[src/dplc_map.vh]
`ifndef DPLC_MAP_VH
`define DPLC_MAP_VH
// Register offsets of the controller's own register port
`define DPLC_REG_CTRL 4'h0
`define DPLC_REG_DATA 4'h1
`define DPLC_REG_STAT 4'h2
`define DPLC_REG_CMD 4'h3
// Control register fields
`define DPLC_CTRL_SLEEP 0
`define DPLC_CTRL_BYTE_MODE 1
`define DPLC_CTRL_AUTO_XFER 2
// Data register fields
`define DPLC_DATA_CODE_HI 11
`define DPLC_DATA_GAIN 14
`define DPLC_DATA_REFBUF 15
// Command register fields
`define DPLC_CMD_WRITE 0
`define DPLC_CMD_XFER 1
`define DPLC_CMD_WIPE 2
// Status register fields
`define DPLC_STAT_BUSY 0
`define DPLC_STAT_AWAKE 1
`define DPLC_STAT_PENDING 2
// Reset values
`define DPLC_CTRL_RST 3'h0
// Timing in nanoseconds and the system clock period
`define DPLC_CLK_NS 10
`define DPLC_SETUP_NS 20
`define DPLC_STROBE_NS 30
`define DPLC_WAKE_NS 5000
`define DPLC_SETUP_CYC ((`DPLC_SETUP_NS + `DPLC_CLK_NS - 1) / `DPLC_CLK_NS)
`define DPLC_STROBE_CYC ((`DPLC_STROBE_NS + `DPLC_CLK_NS - 1) / `DPLC_CLK_NS)
`define DPLC_WAKE_CYC ((`DPLC_WAKE_NS + `DPLC_CLK_NS - 1) / `DPLC_CLK_NS)
`endif

[src/dplc_timer.v]
`include "dplc_map.vh"
// Down counter: loads a count, pulses o_done when it runs out
module dplc_timer #(
  parameter W = 10
) (
  input wire i_clk_sys,
  input wire i_sys_rst,
  input wire i_load,
  input wire [W-1:0] i_count,
  output wire o_busy,
  output wire o_done
);
  reg [W-1:0] cnt_r;
  reg run_r;

  // Count down after a load; a load restarts the count
  always @(posedge i_clk_sys or posedge i_sys_rst) begin
    if (i_sys_rst) begin
      cnt_r <= {W{1'b0}};
      run_r <= 1'b0;
    end else if (i_load) begin
      cnt_r <= i_count;
      run_r <= 1'b1;
    end else if (run_r) begin
      if (cnt_r <= {{(W-1){1'b0}}, 1'b1}) begin
        run_r <= 1'b0;
      end
      cnt_r <= cnt_r - {{(W-1){1'b0}}, 1'b1};
    end
  end

  assign o_busy = run_r;
  assign o_done = run_r && (cnt_r <= {{(W-1){1'b0}}, 1'b1}) && !i_load;
endmodule // dplc_timer

[src/dplc_ctrl.v]
// Behaviour
// - Sleep pin low powers the device down; high runs it.
// - Select low and store strobe rising loads input register; transfer low also.
// - Byte select at store rising edge picks low or high byte register.
// - Word bus puts code in low bits, buffer bit15, gain bit14.
// - Byte bus: low byte first with select zero, then high byte.
//
// The register offsets and the strobed register port were decided locally.
`include "dplc_map.vh"
module dplc_ctrl #(
  parameter CODE_W = 12,
  parameter WAKE_CYC = `DPLC_WAKE_CYC
) (
  input wire i_clk_sys,
  input wire i_sys_rst,
  input wire [3:0] i_addr,
  input wire [15:0] i_wdata,
  input wire i_wr,
  input wire i_rd,
  output reg [15:0] o_rdata,
  output reg [15:0] o_dac_data,
  output reg o_select_n,
  output reg o_store_strobe_n,
  output reg o_transfer_strobe_n,
  output reg o_async_wipe_n,
  output reg o_upper_byte_sel,
  output reg o_sleep_n
);
  localparam [6:0] S_IDLE = 7'h01;
  localparam [6:0] S_SETUP = 7'h02;
  localparam [6:0] S_STROBE = 7'h04;
  localparam [6:0] S_HOLD = 7'h08;
  localparam [6:0] S_XFER = 7'h10;
  localparam [6:0] S_WIPE = 7'h20;
  localparam [6:0] S_NEXT = 7'h40;
  localparam integer SETUP_I = `DPLC_SETUP_CYC;
  localparam integer STROBE_I = `DPLC_STROBE_CYC;
  localparam integer WAKE_I = WAKE_CYC;
  // Counts cut to the timer width on purpose
  localparam [15:0] SETUP_C = SETUP_I[15:0];
  localparam [15:0] STROBE_C = STROBE_I[15:0];
  localparam [15:0] WAKE_C = WAKE_I[15:0];

  reg [6:0] state_r;
  reg [2:0] ctrl_r;
  reg [15:0] data_r;
  reg want_xfer_r;
  reg second_r;
  reg pending_r;
  reg awake_r;
  reg tload;
  reg [15:0] tcount;
  wire tdone;
  wire wake_done;
  reg sleep_d_r;
  wire cmd_wr;

  // Selects the pin word for the low or high byte of a byte-wide load
  function [15:0] pin_word;
    input [15:0] d;
    input byte_mode;
    input hi;
    begin
      if (!byte_mode) begin
        pin_word = d;
      end else if (hi) begin
        pin_word = {8'h00, d[15], d[14], 2'h0, d[11:8]};
      end else begin
        pin_word = {8'h00, d[7:0]};
      end
    end
  endfunction

  dplc_timer #(.W(16)) u_step (
    .i_clk_sys(i_clk_sys),
    .i_sys_rst(i_sys_rst),
    .i_load(tload),
    .i_count(tcount),
    .o_busy(),
    .o_done(tdone)
  );

  // Wake-up wait after raising the sleep pin
  dplc_timer #(.W(16)) u_wake (
    .i_clk_sys(i_clk_sys),
    .i_sys_rst(i_sys_rst),
    .i_load(o_sleep_n && !sleep_d_r),
    .i_count(WAKE_C),
    .o_busy(),
    .o_done(wake_done)
  );

  assign cmd_wr = i_wr && (i_addr == `DPLC_REG_CMD) && (state_r == S_IDLE);

  // Register port writes and reads
  always @(posedge i_clk_sys or posedge i_sys_rst) begin
    if (i_sys_rst) begin
      ctrl_r <= `DPLC_CTRL_RST;
      data_r <= 16'h0000;
      o_rdata <= 16'h0000;
    end else begin
      if (i_wr && i_addr == `DPLC_REG_CTRL) begin
        ctrl_r <= i_wdata[2:0];
      end
      if (i_wr && i_addr == `DPLC_REG_DATA) begin
        data_r <= i_wdata;
      end
      o_rdata <= 16'h0000;
      if (i_rd) begin
        case (i_addr)
          `DPLC_REG_CTRL: o_rdata <= {13'h0000, ctrl_r};
          `DPLC_REG_DATA: o_rdata <= data_r;
          `DPLC_REG_STAT: o_rdata <= {13'h0000, pending_r, awake_r, state_r != S_IDLE};
          default: o_rdata <= 16'h0000;
        endcase
      end
    end
  end

  // Sleep pin and awake status
  always @(posedge i_clk_sys or posedge i_sys_rst) begin
    if (i_sys_rst) begin
      o_sleep_n <= 1'b1;
      sleep_d_r <= 1'b1;
      awake_r <= 1'b1;
    end else begin
      o_sleep_n <= ~ctrl_r[`DPLC_CTRL_SLEEP];
      sleep_d_r <= o_sleep_n;
      if (!o_sleep_n) begin
        awake_r <= 1'b0;
      end else if (wake_done) begin
        awake_r <= 1'b1;
      end
    end
  end

  // Pin sequencer: setup, strobe low, rising edge, optional transfer
  always @(posedge i_clk_sys or posedge i_sys_rst) begin
    if (i_sys_rst) begin
      state_r <= S_IDLE;
      o_dac_data <= 16'h0000;
      o_select_n <= 1'b1;
      o_store_strobe_n <= 1'b1;
      o_transfer_strobe_n <= 1'b1;
      o_async_wipe_n <= 1'b1;
      o_upper_byte_sel <= 1'b0;
      want_xfer_r <= 1'b0;
      second_r <= 1'b0;
      pending_r <= 1'b0;
      tload <= 1'b0;
      tcount <= 16'h0000;
    end else begin
      tload <= 1'b0;
      case (state_r)
        S_IDLE: begin
          if (cmd_wr && i_wdata[`DPLC_CMD_WIPE]) begin
            o_async_wipe_n <= 1'b0;
            pending_r <= 1'b0;
            tload <= 1'b1;
            tcount <= STROBE_C;
            state_r <= S_WIPE;
          end else if (cmd_wr && i_wdata[`DPLC_CMD_WRITE]) begin
            want_xfer_r <= i_wdata[`DPLC_CMD_XFER] || ctrl_r[`DPLC_CTRL_AUTO_XFER];
            second_r <= 1'b0;
            o_upper_byte_sel <= 1'b0;
            o_dac_data <= pin_word(data_r, ctrl_r[`DPLC_CTRL_BYTE_MODE], 1'b0);
            o_select_n <= 1'b0;
            tload <= 1'b1;
            tcount <= SETUP_C;
            state_r <= S_SETUP;
          end else if (cmd_wr && i_wdata[`DPLC_CMD_XFER] && pending_r) begin
            o_transfer_strobe_n <= 1'b0;
            tload <= 1'b1;
            tcount <= STROBE_C;
            state_r <= S_XFER;
          end
        end
        S_SETUP: if (tdone) begin
          o_store_strobe_n <= 1'b0;
          // Byte mode never transfers with a store, so half a word never reaches the output
          if (want_xfer_r && !ctrl_r[`DPLC_CTRL_BYTE_MODE]) begin
            o_transfer_strobe_n <= 1'b0;
          end
          tload <= 1'b1;
          tcount <= STROBE_C;
          state_r <= S_STROBE;
        end
        S_STROBE: if (tdone) begin
          o_store_strobe_n <= 1'b1;
          pending_r <= !(o_transfer_strobe_n == 1'b0);
          tload <= 1'b1;
          tcount <= SETUP_C;
          state_r <= S_HOLD;
        end
        S_HOLD: if (tdone) begin
          o_select_n <= 1'b1;
          if (ctrl_r[`DPLC_CTRL_BYTE_MODE] && !second_r) begin
            o_transfer_strobe_n <= 1'b1;
            state_r <= S_NEXT;
          end else if (ctrl_r[`DPLC_CTRL_BYTE_MODE] && want_xfer_r) begin
            o_transfer_strobe_n <= 1'b0; // whole word assembled first
            tload <= 1'b1;
            tcount <= STROBE_C;
            state_r <= S_XFER;
          end else begin
            o_transfer_strobe_n <= 1'b1;
            state_r <= S_IDLE;
          end
        end
        S_NEXT: begin
          second_r <= 1'b1;
          o_upper_byte_sel <= 1'b1;
          o_dac_data <= pin_word(data_r, 1'b1, 1'b1);
          o_select_n <= 1'b0;
          tload <= 1'b1;
          tcount <= SETUP_C;
          state_r <= S_SETUP;
        end
        S_XFER: if (tdone) begin
          o_transfer_strobe_n <= 1'b1;
          pending_r <= 1'b0;
          state_r <= S_IDLE;
        end
        S_WIPE: if (tdone) begin
          o_async_wipe_n <= 1'b1;
          state_r <= S_IDLE;
        end
        default: state_r <= S_IDLE;
      endcase
    end
  end
endmodule // dplc_ctrl

[config.mk]
export PLATFORM = sky130hd
export DESIGN_NAME = dplc_ctrl
export DESIGN_NICKNAME = d
export VERILOG_FILES = /design/src/dplc_timer.v /design/src/dplc_ctrl.v
export VERILOG_INCLUDE_DIRS = /design/src
export SDC_FILE = /design/constraint.sdc
export NUM_CORES = 1
export LEC_CHECK = 0
export ABC_AREA = 1
export BUFFER_PORTS_ARGS = -buffer_cell sky130_fd_sc_hd__buf_2
export CORE_ASPECT_RATIO = 2
export CORE_MARGIN = 1.5
export CORE_UTILIZATION = 50
export CTS_CLUSTER_DIAMETER = 150
export DETAILED_ROUTE_END_ITERATION = 16
export HOLD_SLACK_MARGIN = 0.15
export PLACE_DENSITY = 0.7
export SETUP_SLACK_MARGIN = 0.02
export SYNTH_ARGS = -nofsm -noshare
export SYNTH_HDL_FRONTEND = slang
export SYNTH_SLANG_ARGS = --single-unit
[constraint.sdc]
create_clock -name i_clk_sys -period 4.4 [get_ports i_clk_sys]
set_input_delay 0.88 -clock i_clk_sys [delete_from_list [all_inputs] [get_ports i_clk_sys]]
set_output_delay 0.88 -clock i_clk_sys [all_outputs]
set_load 0.005 [all_outputs]
# After elaboration in Yosys (flattened, before gate mapping)
# Index checks and enable logic that the tools add are counted.
# op_classes
add_sub_neg	2
mul	0
n_div	0
magnitude_cmp	2
n_eq_ne	27
shift	0
muxes	65
bitwise_logic	2
n_reduce_logical	43
# op_table
op	count
$mux W16	16
$pmux W16 S5	1
$mux W7	8
$pmux W16 S3	1
$pmux W7 S6	1
$le A16 B1 Y1 const B	2
$pmux W16 S2	1
$sub A16 B1 Y16 const B	2
$mux W1	29
$ne A2 B2 Y1 const B	10
$logic_and A1 B1 Y1	16
$reduce_and A3 Y1	4
$ne A2 B1 Y1 const B	5
$reduce_bool A2 Y1	5
$eq A4 B2 Y1 const B	2
$pmux W1 S4	2
$reduce_and A4 Y1	2
$reduce_and A8 Y1	1
$eq A7 B1 Y1 const B	1
$eq A7 B2 Y1 const B	1
$eq A7 B3 Y1 const B	1
$eq A7 B4 Y1 const B	1
$eq A7 B5 Y1 const B	1
$eq A7 B6 Y1 const B	1
17 further kinds	27
# word_totals
regBits	119
latch_bits	0
ram_bits	0
mem_bits_ro	0
in_bits	24
out_inout_bits	38
elab_cells	162
memories	0

# Longest topological paths before layout
# Gate-level depths: netlist of run 1.
# depth
depth_word	9
mapped_depth	12
ltp_nobuf	12

# By module
# From an unflattened synthesis of run 1, not the netlist that was laid out.
# unflattened
hier_cells	708
area_unflattened_um2	5591.6
# modules_own_cells
module	n_inst	cells_per_inst	area_each_um2	seq_area_each_um2
dplc_ctrl	1	387	3269.4	1786.7
dplc_timer (u_step)	1	161	1172.4	425.4
dplc_timer (u_wake)	1	160	1149.9	425.4

# Worst setup path before layout of run 1
# Ideal clock, no wire load.
# synth_path
path_type	in2reg
from	in i_addr[3]
to	reg o_dac_data[5]
setup_time_ps	124
arrival_ps	1874
required_ps	4276
setup_slack_ps	2402
cell_stages	11
path_buffers	1
path_cell_list	nor2_2 nand2_1 nor2_4 nand2_2 nor2_4 nand2_4 nand2_4 inv_4 buf_6 nand2_2 o31ai_1
# synth_via
elab_chain_cells	6
elab_cells_between_ends	8
classes_between	eq/ne (3); reduce/logical (5)
# synth_lines
item	line	source
start, declared	dplc_ctrl.v:16	input wire [3:0] i_addr,
$eq A4 B2 Y1 (no source line) (*)	-	
$logic_and A1 B1 Y1 (*) (2 in series)	dplc_ctrl.v:93	assign cmd_wr = i_wr && (i_addr == `DPLC_REG_CMD) && (state_r == S_IDLE);
$logic_and A1 B1 Y1, on equally long branches	dplc_ctrl.v:162, dplc_ctrl.v:156	
$ne A2 B1 Y1 (no source line) / $ne A2 B2 Y1 (equally long branches)	-	
$reduce_and A3 Y1 (no source line) (*)	-	
end signal, assigned	dplc_ctrl.v:166	o_dac_data <= pin_word(data_r, ctrl_r[`DPLC_CTRL_BYTE_MODE], 1'b0);
end signal, assigned	dplc_ctrl.v:213	o_dac_data <= pin_word(data_r, 1'b1, 1'b1);
end, declared	dplc_ctrl.v:21	output reg [15:0] o_dac_data,
# Every way passes the cells marked *; elsewhere a longest branch is shown, timed or not.
# A chain may end at the register's enable or synchronous reset.

# Worst setup path in the final report of run 1
# layout_path
from	in i_addr[3]
to	reg data_r[3]
# layout_via
elab_chain_cells	2
# layout_lines
item	line	source
$eq A4 B1 Y1	-	
$logic_and A1 B1 Y1 (no source line)	-	
end signal, assigned	dplc_ctrl.v:106	data_r <= i_wdata;
end, declared	dplc_ctrl.v:46	reg [15:0] data_r;
# Every way passes these cells.

==> impl_metrics.json, run 1 <==
{
  "cts-hold-fix-buffers": 0,
  "p_leak_nw": 2.93,
  "path_cells": "buf_2, nor2_2, inv_1, nor3_4, nand2_1, mux2_1",
  "fmax_mhz": 425,
  "pin_count": 62,
  "overflow": 0,
  "hold_viol": 0,
  "met1_length_mm": 4.23,
  "powerDensity_nw_per_um2": 537,
  "worst_path_max_delay_cell": "nand2_1",
  "ctsResizeCount": 0,
  "r2r-start": "u_wake.cnt_r[0]",
  "clk_latency_ns": 0.34,
  "floorplan.initialDensity_pct": 51.5,
  "reg2reg_to": "u_wake.cnt_r[12]",
  "outcome": "finished clean",
  "dr.pass1.iters": 4,
  "critical-path-max-stage-delay_ns": 0.58,
  "die_y_um": 145,
  "nets": 686,
  "clock_sinks": 105,
  "critPathMaxFanout": 30,
  "worst_setup_path_start_kind": "input pin",
  "synth-warning-count": 0,
  "syn_inst": 597,
  "cts_buffer_depth": 2,
  "ir_drop_v": 0.000305,
  "die_w_um": 73.9,
  "worstSetupStartpoint": "i_addr[3]",
  "arrival_ns": 2.58,
  "end_kind": "flip-flop",
  "synth_fp_nets": 625,
  "setup-tns-final_ns": 0,
  "antenna_found_initial": 0,
  "antenna_cells": 0,
  "worstHoldPathCells": 0,
  "wl_met3_um": 366,
  "clk_pin_slew_worst_paths_ns": 0.07,
  "seq_area_um2": 2640,
  "met2_length_mm": 6.39,
  "max_cap_viol_count": 0,
  "fin_crit_sh_pct": 53.5,
  "cp.required_ns": 4.63,
  "yosysTopAreaCellShare_pct": 48.3,
  "first_iter_violations": 249,
  "grtUsageTotal_pct": 23.5,
  "htreeDepth": 3,
  "syn_area_per_cell_um2": 8.42,
  "ys_seq_area_share_pct": 52.5,
  "reg2reg_depth": 11,
  "worstHoldStart": "o_sleep_n",
  "io_buffer_count": 61,
  "drc": 0,
  "fin_util_pct": 58.7,
  "grt_max_degree": 67,
  "syn_to_final_growth_pct": 14.1,
  "synthTopCellsByArea": "dfrtp_1, nand2_1, nor2_1",
  "fp.dieArea_um2": 10700,
  "rows": 51,
  "grt_pass1_wl_mm": 19.2,
  "post_drt_via_cell_ratio": 5.20,
  "tightest_slew_ns": 0.929,
  "hold-path-endpoint": "sleep_d_r",
  "setup_viol_count_final": 0,
  "num_vias": 4133,
  "hold_path.class": "flip-flop to flip-flop",
  "fill_cells": 883,
  "grt_pass1_vias": 4213,
  "cts_tree": "built",
  "place.gp.congestion": 0.908,
  "max_slew_margin_pct": 37.9,
  "cts_buffers": 9,
  "synth.distinct_cells": 45,
  "wl_per_cell_um": 14.2,
  "skew_ns": 0.00748,
  "drv_slew": 0,
  "totalWireLength_mm": 11.3,
  "syn_area_um2": 5020,
  "yosysTopAreaCell": "dfrtp_1",
  "antenna_left": 0,
  "rrSetupSlack_ns": 2.51,
  "multi_input_comb_area_um2": 2030,
  "drive_gt1_share_pct": 18.7,
  "cts-root-buf": "clkbuf_16",
  "rsz0062_at_grt": "no",
  "ys_ff_latch": 105,
  "post-cts-setup-buffer-count": 0,
  "dp_hpwl_mm": 8.51,
  "highest_layer": "met4",
  "finalCriticalPeriod_ns": 2.35,
  "fp.coreArea_um2": 9760,
  "crit_type": "input pin to flip-flop"
}
-- area by class of cell --
type | count | area share [%]
flip-flops and latches | 105 | 46.0
multi-input cells | 404 | 35.4
repair buffers | 63 | 5.59
inverters | 75 | 5.00
clock buffers | 9 | 3.93
well taps | 132 | 2.88
clock inverters | 7 | 1.24
-- critical path, delay by kind of cell --
kind                   cells  cell delay [ns]
and+or+nand+nor            3             0.95
muxes                      1             0.53
buffers and inverters      2             0.21
-- layout by cell type (no fill, tap or decap), types with 3 or more instances in the layout --
| cell | count |
|---|---|
| nor2_4 | 4 |
| buf_2 | 61 |
| a21oi_1 | 37 |
| o21ai_0 | 42 |
| nand3_1 | 31 |
| nand2_1 | 123 |
| o31ai_1 | 3 |
| nor2_2 | 4 |
| nor2_1 | 80 |
| nand4_1 | 5 |
| clkbuf_16 | 9 |
| nand2_4 | 3 |
| nor3_1 | 20 |
| nand2_2 | 5 |
| o21a_1 | 3 |
| dfrtp_1 | 97 |
| o211ai_1 | 3 |
| nor4_1 | 3 |
| inv_2 | 3 |
| inv_1 | 70 |
| nand3b_1 | 4 |
| ha_1 | 4 |
| o21ai_2 | 6 |
| inv_6 | 3 |
| dfstp_2 | 8 |
-- where the power goes --
group / leakage (nW) / switching [W] / internal, W
registers: 1.29 / 0.000197 / 0.00121
logic: 1.49 / 0.000542 / 0.000337
clock network: 0.146 / 0.000391 / 0.000401
total: 2.93 / 0.00113 / 0.00195
-- cells by family (layout without fill, tap and decap cells) --
logic type	Yosys count	count (layout)	synth area share, %
flops	105	105	52.5
simple gates	296	296	27.5
mux	2	2	0.448
buf+inv	88	154	7.17
fa+ha+maj	4	4	0.996
compound gates	102	102	11.4
-- through the flow --
stage	std cells	hold WS [ns]	total power, W	worst slack [ns]	cell area, um2
final	795	0.374	0.00308	2.05	5730
after global routing	795	0.382	0.00330	1.81	5730
after CTS	795	0.377	0.00310	2.04	5730
after detailed placement	779	0.368	0.00230	1.68	5440
after global placement	779	0.368	0.00227	1.76	5440
after floorplan	597	0.369	0.00201	0.773	5020
-- registers in the layout, summed over array words and instances, names as in the netlist, 2 cells and up --
signal        count
o_dac_data       16
state_r           7
u_step.cnt_r     16
o_rdata          16
u_wake.cnt_r     16
ctrl_r            3
data_r           16
tcount            2
-- how the worst max path moves through the flow --
stage	slack (ns)	to	depth (start not counted)
after global placement	1.76	data_r[3]	6
after CTS	2.04	data_r[3]	6
after global routing	1.81	data_r[3]	6
after floorplan	0.77	ctrl_r[0]	1
final	2.05	data_r[3]	6
after detailed placement	1.68	data_r[3]	6
-- layer usage --
layer  up-vias  GRT usage (%)
met5         -              0
met2        83           43.1
met4         0           10.5
met1      1967           25.5
met3        21           4.09
li1       2062              -
-- synth_stat cells (all sizes together) --
cell type	n
o22ai	1
nand2	131
or2	2
o21ai	50
a211oi	1
clkbuf	5
a21oi	37
nor3	23
mux2	2
ha	4
nand3b	4
and3	2
a221oi	1
inv	75
a22oi	1
o211ai	3
nor2	89
dfstp	8
nand4	7
o31ai	3
nand3	33
dfrtp	97
o21a	3
nor3b	2
nor4	3
buf	8
o2111ai	2
Note: power is estimated with default switching activity, not from simulation.
==> run 2: changes to the inputs <==
--- a/config.mk
+++ b/config.mk
@@ -6,7 +6,7 @@
 export SDC_FILE = /design/constraint.sdc
 export NUM_CORES = 1
 export LEC_CHECK = 0
-export ABC_AREA = 1
+export ABC_AREA = 0
 export BUFFER_PORTS_ARGS = -buffer_cell sky130_fd_sc_hd__buf_2
 export CORE_ASPECT_RATIO = 2
 export CORE_MARGIN = 1.5
==> constraint.sdc (replaced) <==
create_clock -name i_clk_sys -period 2.4 [get_ports i_clk_sys]
set_input_delay 0.48 -clock i_clk_sys [delete_from_list [all_inputs] [get_ports i_clk_sys]]
set_output_delay 0.48 -clock i_clk_sys [all_outputs]
set_load 0.005 [all_outputs]
==> impl_metrics.json, run 2 <==
{
  "syn_area_per_cell_um2": 10.3,
  "place.gp.congestion": 0.941,
  "crit_type": "flip-flop to flip-flop",
  "p_leak_nw": 2.76,
  "htreeDepth": 3,
  "synth.distinct_cells": 59,
  "floorplan.initialDensity_pct": 51.7,
  "yosysTopAreaCell": "dfrtp_1",
  "max_cap_viol_count": 0,
  "rows": 50,
  "fp.coreArea_um2": 9380,
  "critPathMostFrequentCell": "or4_4",
  "r2r-start": "u_step.cnt_r[10]",
  "setup-tns-final_ns": 0,
  "async_reset_ff_share_pct": 100,
  "fp.dieArea_um2": 10300,
  "io_buffer_count": 61,
  "ys_ff_latch": 105,
  "antenna_cells": 0,
  "clock_sinks": 105,
  "finalCriticalPeriod_ns": 2.35,
  "hold_path.class": "input pin to async pin",
  "layout_common_cells": "dfrtp_1, buf_2, nand2_1, nor2_1, o21ai_0",
  "final_common_cell": "dfrtp_1",
  "overflow": 0,
  "synth-edff-count": 0,
  "yosysTopAreaCellShare_pct": 50.0,
  "stdcell_count": 657,
  "outcome": "finished clean",
  "end_kind": "flip-flop",
  "max_slew_margin_pct": 54.7,
  "fin_crit_sh_pct": 98.0,
  "first_iter_violations": 268,
  "rrSetupSlack_ns": 0.05,
  "cts-hold-fix-buffers": 0,
  "drc": 0,
  "antenna_found_initial": 0,
  "cp.required_ns": 2.64,
  "cts_buffer_depth": 2,
  "setup_viol_count_final": 0,
  "dp_hpwl_mm": 8.22,
  "synthFlopType": "dfrtp_1",
  "post_drt_via_cell_ratio": 5.58,
  "grt_max_degree": 106,
  "pin_count": 62,
  "skew_ns": 0.00617,
  "cts_tree": "built",
  "hold_viol": 0,
  "powerDensity_nw_per_um2": 948,
  "grt_pass1_wl_mm": 18.5,
  "drv_slew": 0,
  "dp_slack_ns": 0.0541,
  "fin_worst_hold_slack_ns": 0.287,
  "drive_gt1_share_pct": 26.4,
  "antenna_left": 0,
  "syn_to_final_growth_pct": 18.4,
  "totalWireLength_mm": 11.1,
  "synth.top_cells.by_count": "dfrtp_1, nand2_1, nor2_1",
  "cts_buffers": 9,
  "num_vias": 3664,
  "synth-warning-count": 0,
  "path_cells": "or4_4, or4_4, nor3_4, o31ai_2, mux2_4",
  "synth.most_common_cell": "dfrtp_1",
  "fmax_mhz": 425,
  "cts-root-buf": "clkbuf_16",
  "die_y_um": 142,
  "grt_pass1_vias": 3940,
  "ir_drop_v": 0.000639,
  "setup_ws_ns": 0.0485,
  "syn_inst": 472,
  "tightest_slew_ns": 0.679,
  "dpl.cell_count": 639,
  "arrival_ns": 2.59,
  "clk_pin_slew_worst_paths_ns": 0.07,
  "nets": 576,
  "die_w_um": 72.7,
  "wl_per_cell_um": 16.8,
  "worst_setup_path_start_kind": "flip-flop",
  "critPathMaxFanout": 5,
  "ys_seq_area_share_pct": 54.3,
  "placed_area_um2": 5420,
  "stdcell_area_um2": 5750,
  "grtUsageTotal_pct": 23.5,
  "reg2reg_depth": 5,
  "dr.pass1.iters": 4,
  "critical-path-max-stage-delay_ns": 0.59,
  "syn_area_um2": 4850,
  "worst_path_max_delay_cell": "or4_4",
  "synth_fp_nets": 500,
  "reg2reg_to": "state_r[4]",
  "rsz0062_at_grt": "yes",
  "clk_latency_ns": 0.35,
  "synthTopCellsByArea": "dfrtp_1, dfstp_2, nand2_1"
}
==> run 2: cells by family (layout without fill, tap and decap cells) <==
| kind of cell | count (synthesis) | after routing | synth area share [%] |
|---|---|---|---|
| compound gates | 71 | 71 | 8.82 |
| buf+inv | 37 | 118 | 2.89 |
| fa+ha+maj | 4 | 4 | 1.03 |
| simple gates | 197 | 197 | 21.1 |
| flops | 105 | 105 | 54.3 |
| xor+xnor | 29 | 29 | 5.23 |
| mux | 29 | 29 | 6.55 |
==> run 2: worst max path at each step <==
stage	startpoint	endpoint	slack (ns)
5_1_grt	u_step.cnt_r[10]	state_r[6]	-0.03
4_1_cts	u_step.cnt_r[9]	state_r[1]	0.04
3_5_place_dp	u_step.cnt_r[9]	state_r[1]	0.05
3_3_place_gp	u_step.cnt_r[9]	state_r[1]	0.09
2_1_floorplan	u_step.cnt_r[9]	state_r[4]	0.11
6_report	u_step.cnt_r[10]	state_r[4]	0.05
==> run 2: final cells by class <==
class | count | area (um2)
clock buffers | 9 | 225
clock inverters | 7 | 85.1
fillers | 782 | 3640
inverters | 14 | 56.3
multi-input cells | 330 | 2080
flip-flops and latches | 105 | 2640
well taps | 104 | 130
repair buffers | 88 | 533
==> run 2: what timing repair did <==
action,in CTS,in global routing
endpoints found under the setup margin,0,6
hold endpoints to repair,0,0
resized for setup,0,0
buffers inserted,0,2
==> run 2: worst max-delay path, delay by kind of cell (launching register included) <==
kind | cells | cell delay (ns)
AO/OA/AOI/OAI | 1 | 0.12
flip-flops | 1 | 0.38
multiplexers | 1 | 0.31
AND/OR/NAND/NOR | 3 | 1.42
==> run 2: report_power, final <==
part / switching [W] / total (W) / internal, W
clock network: 0.000692 / 0.00152 / 0.000831
logic: 0.000781 / 0.00146 / 0.000676
registers: 0.000328 / 0.00247 / 0.00214
==> run 2: through the flow <==
step / utilization [%] / power [W]
after floorplan: - / 0.00341
after global placement: 57.8 / 0.00385
after detailed placement: 57.8 / 0.00393
after CTS: 61.1 / 0.00547
after global routing: 61.2 / 0.00576
final: 61.2 / 0.00545
==> run 2: metal layers <==
metal / vias to the layer above / GRT usage [%] / wire length, um
met4: 0 / 11.9 / 427
met5: - / 0 / 0
met1: 1790 / 24.4 / 4050
li1: 1767 / - / -
met3: 25 / 4.46 / 333
met2: 82 / 43.4 / 6240
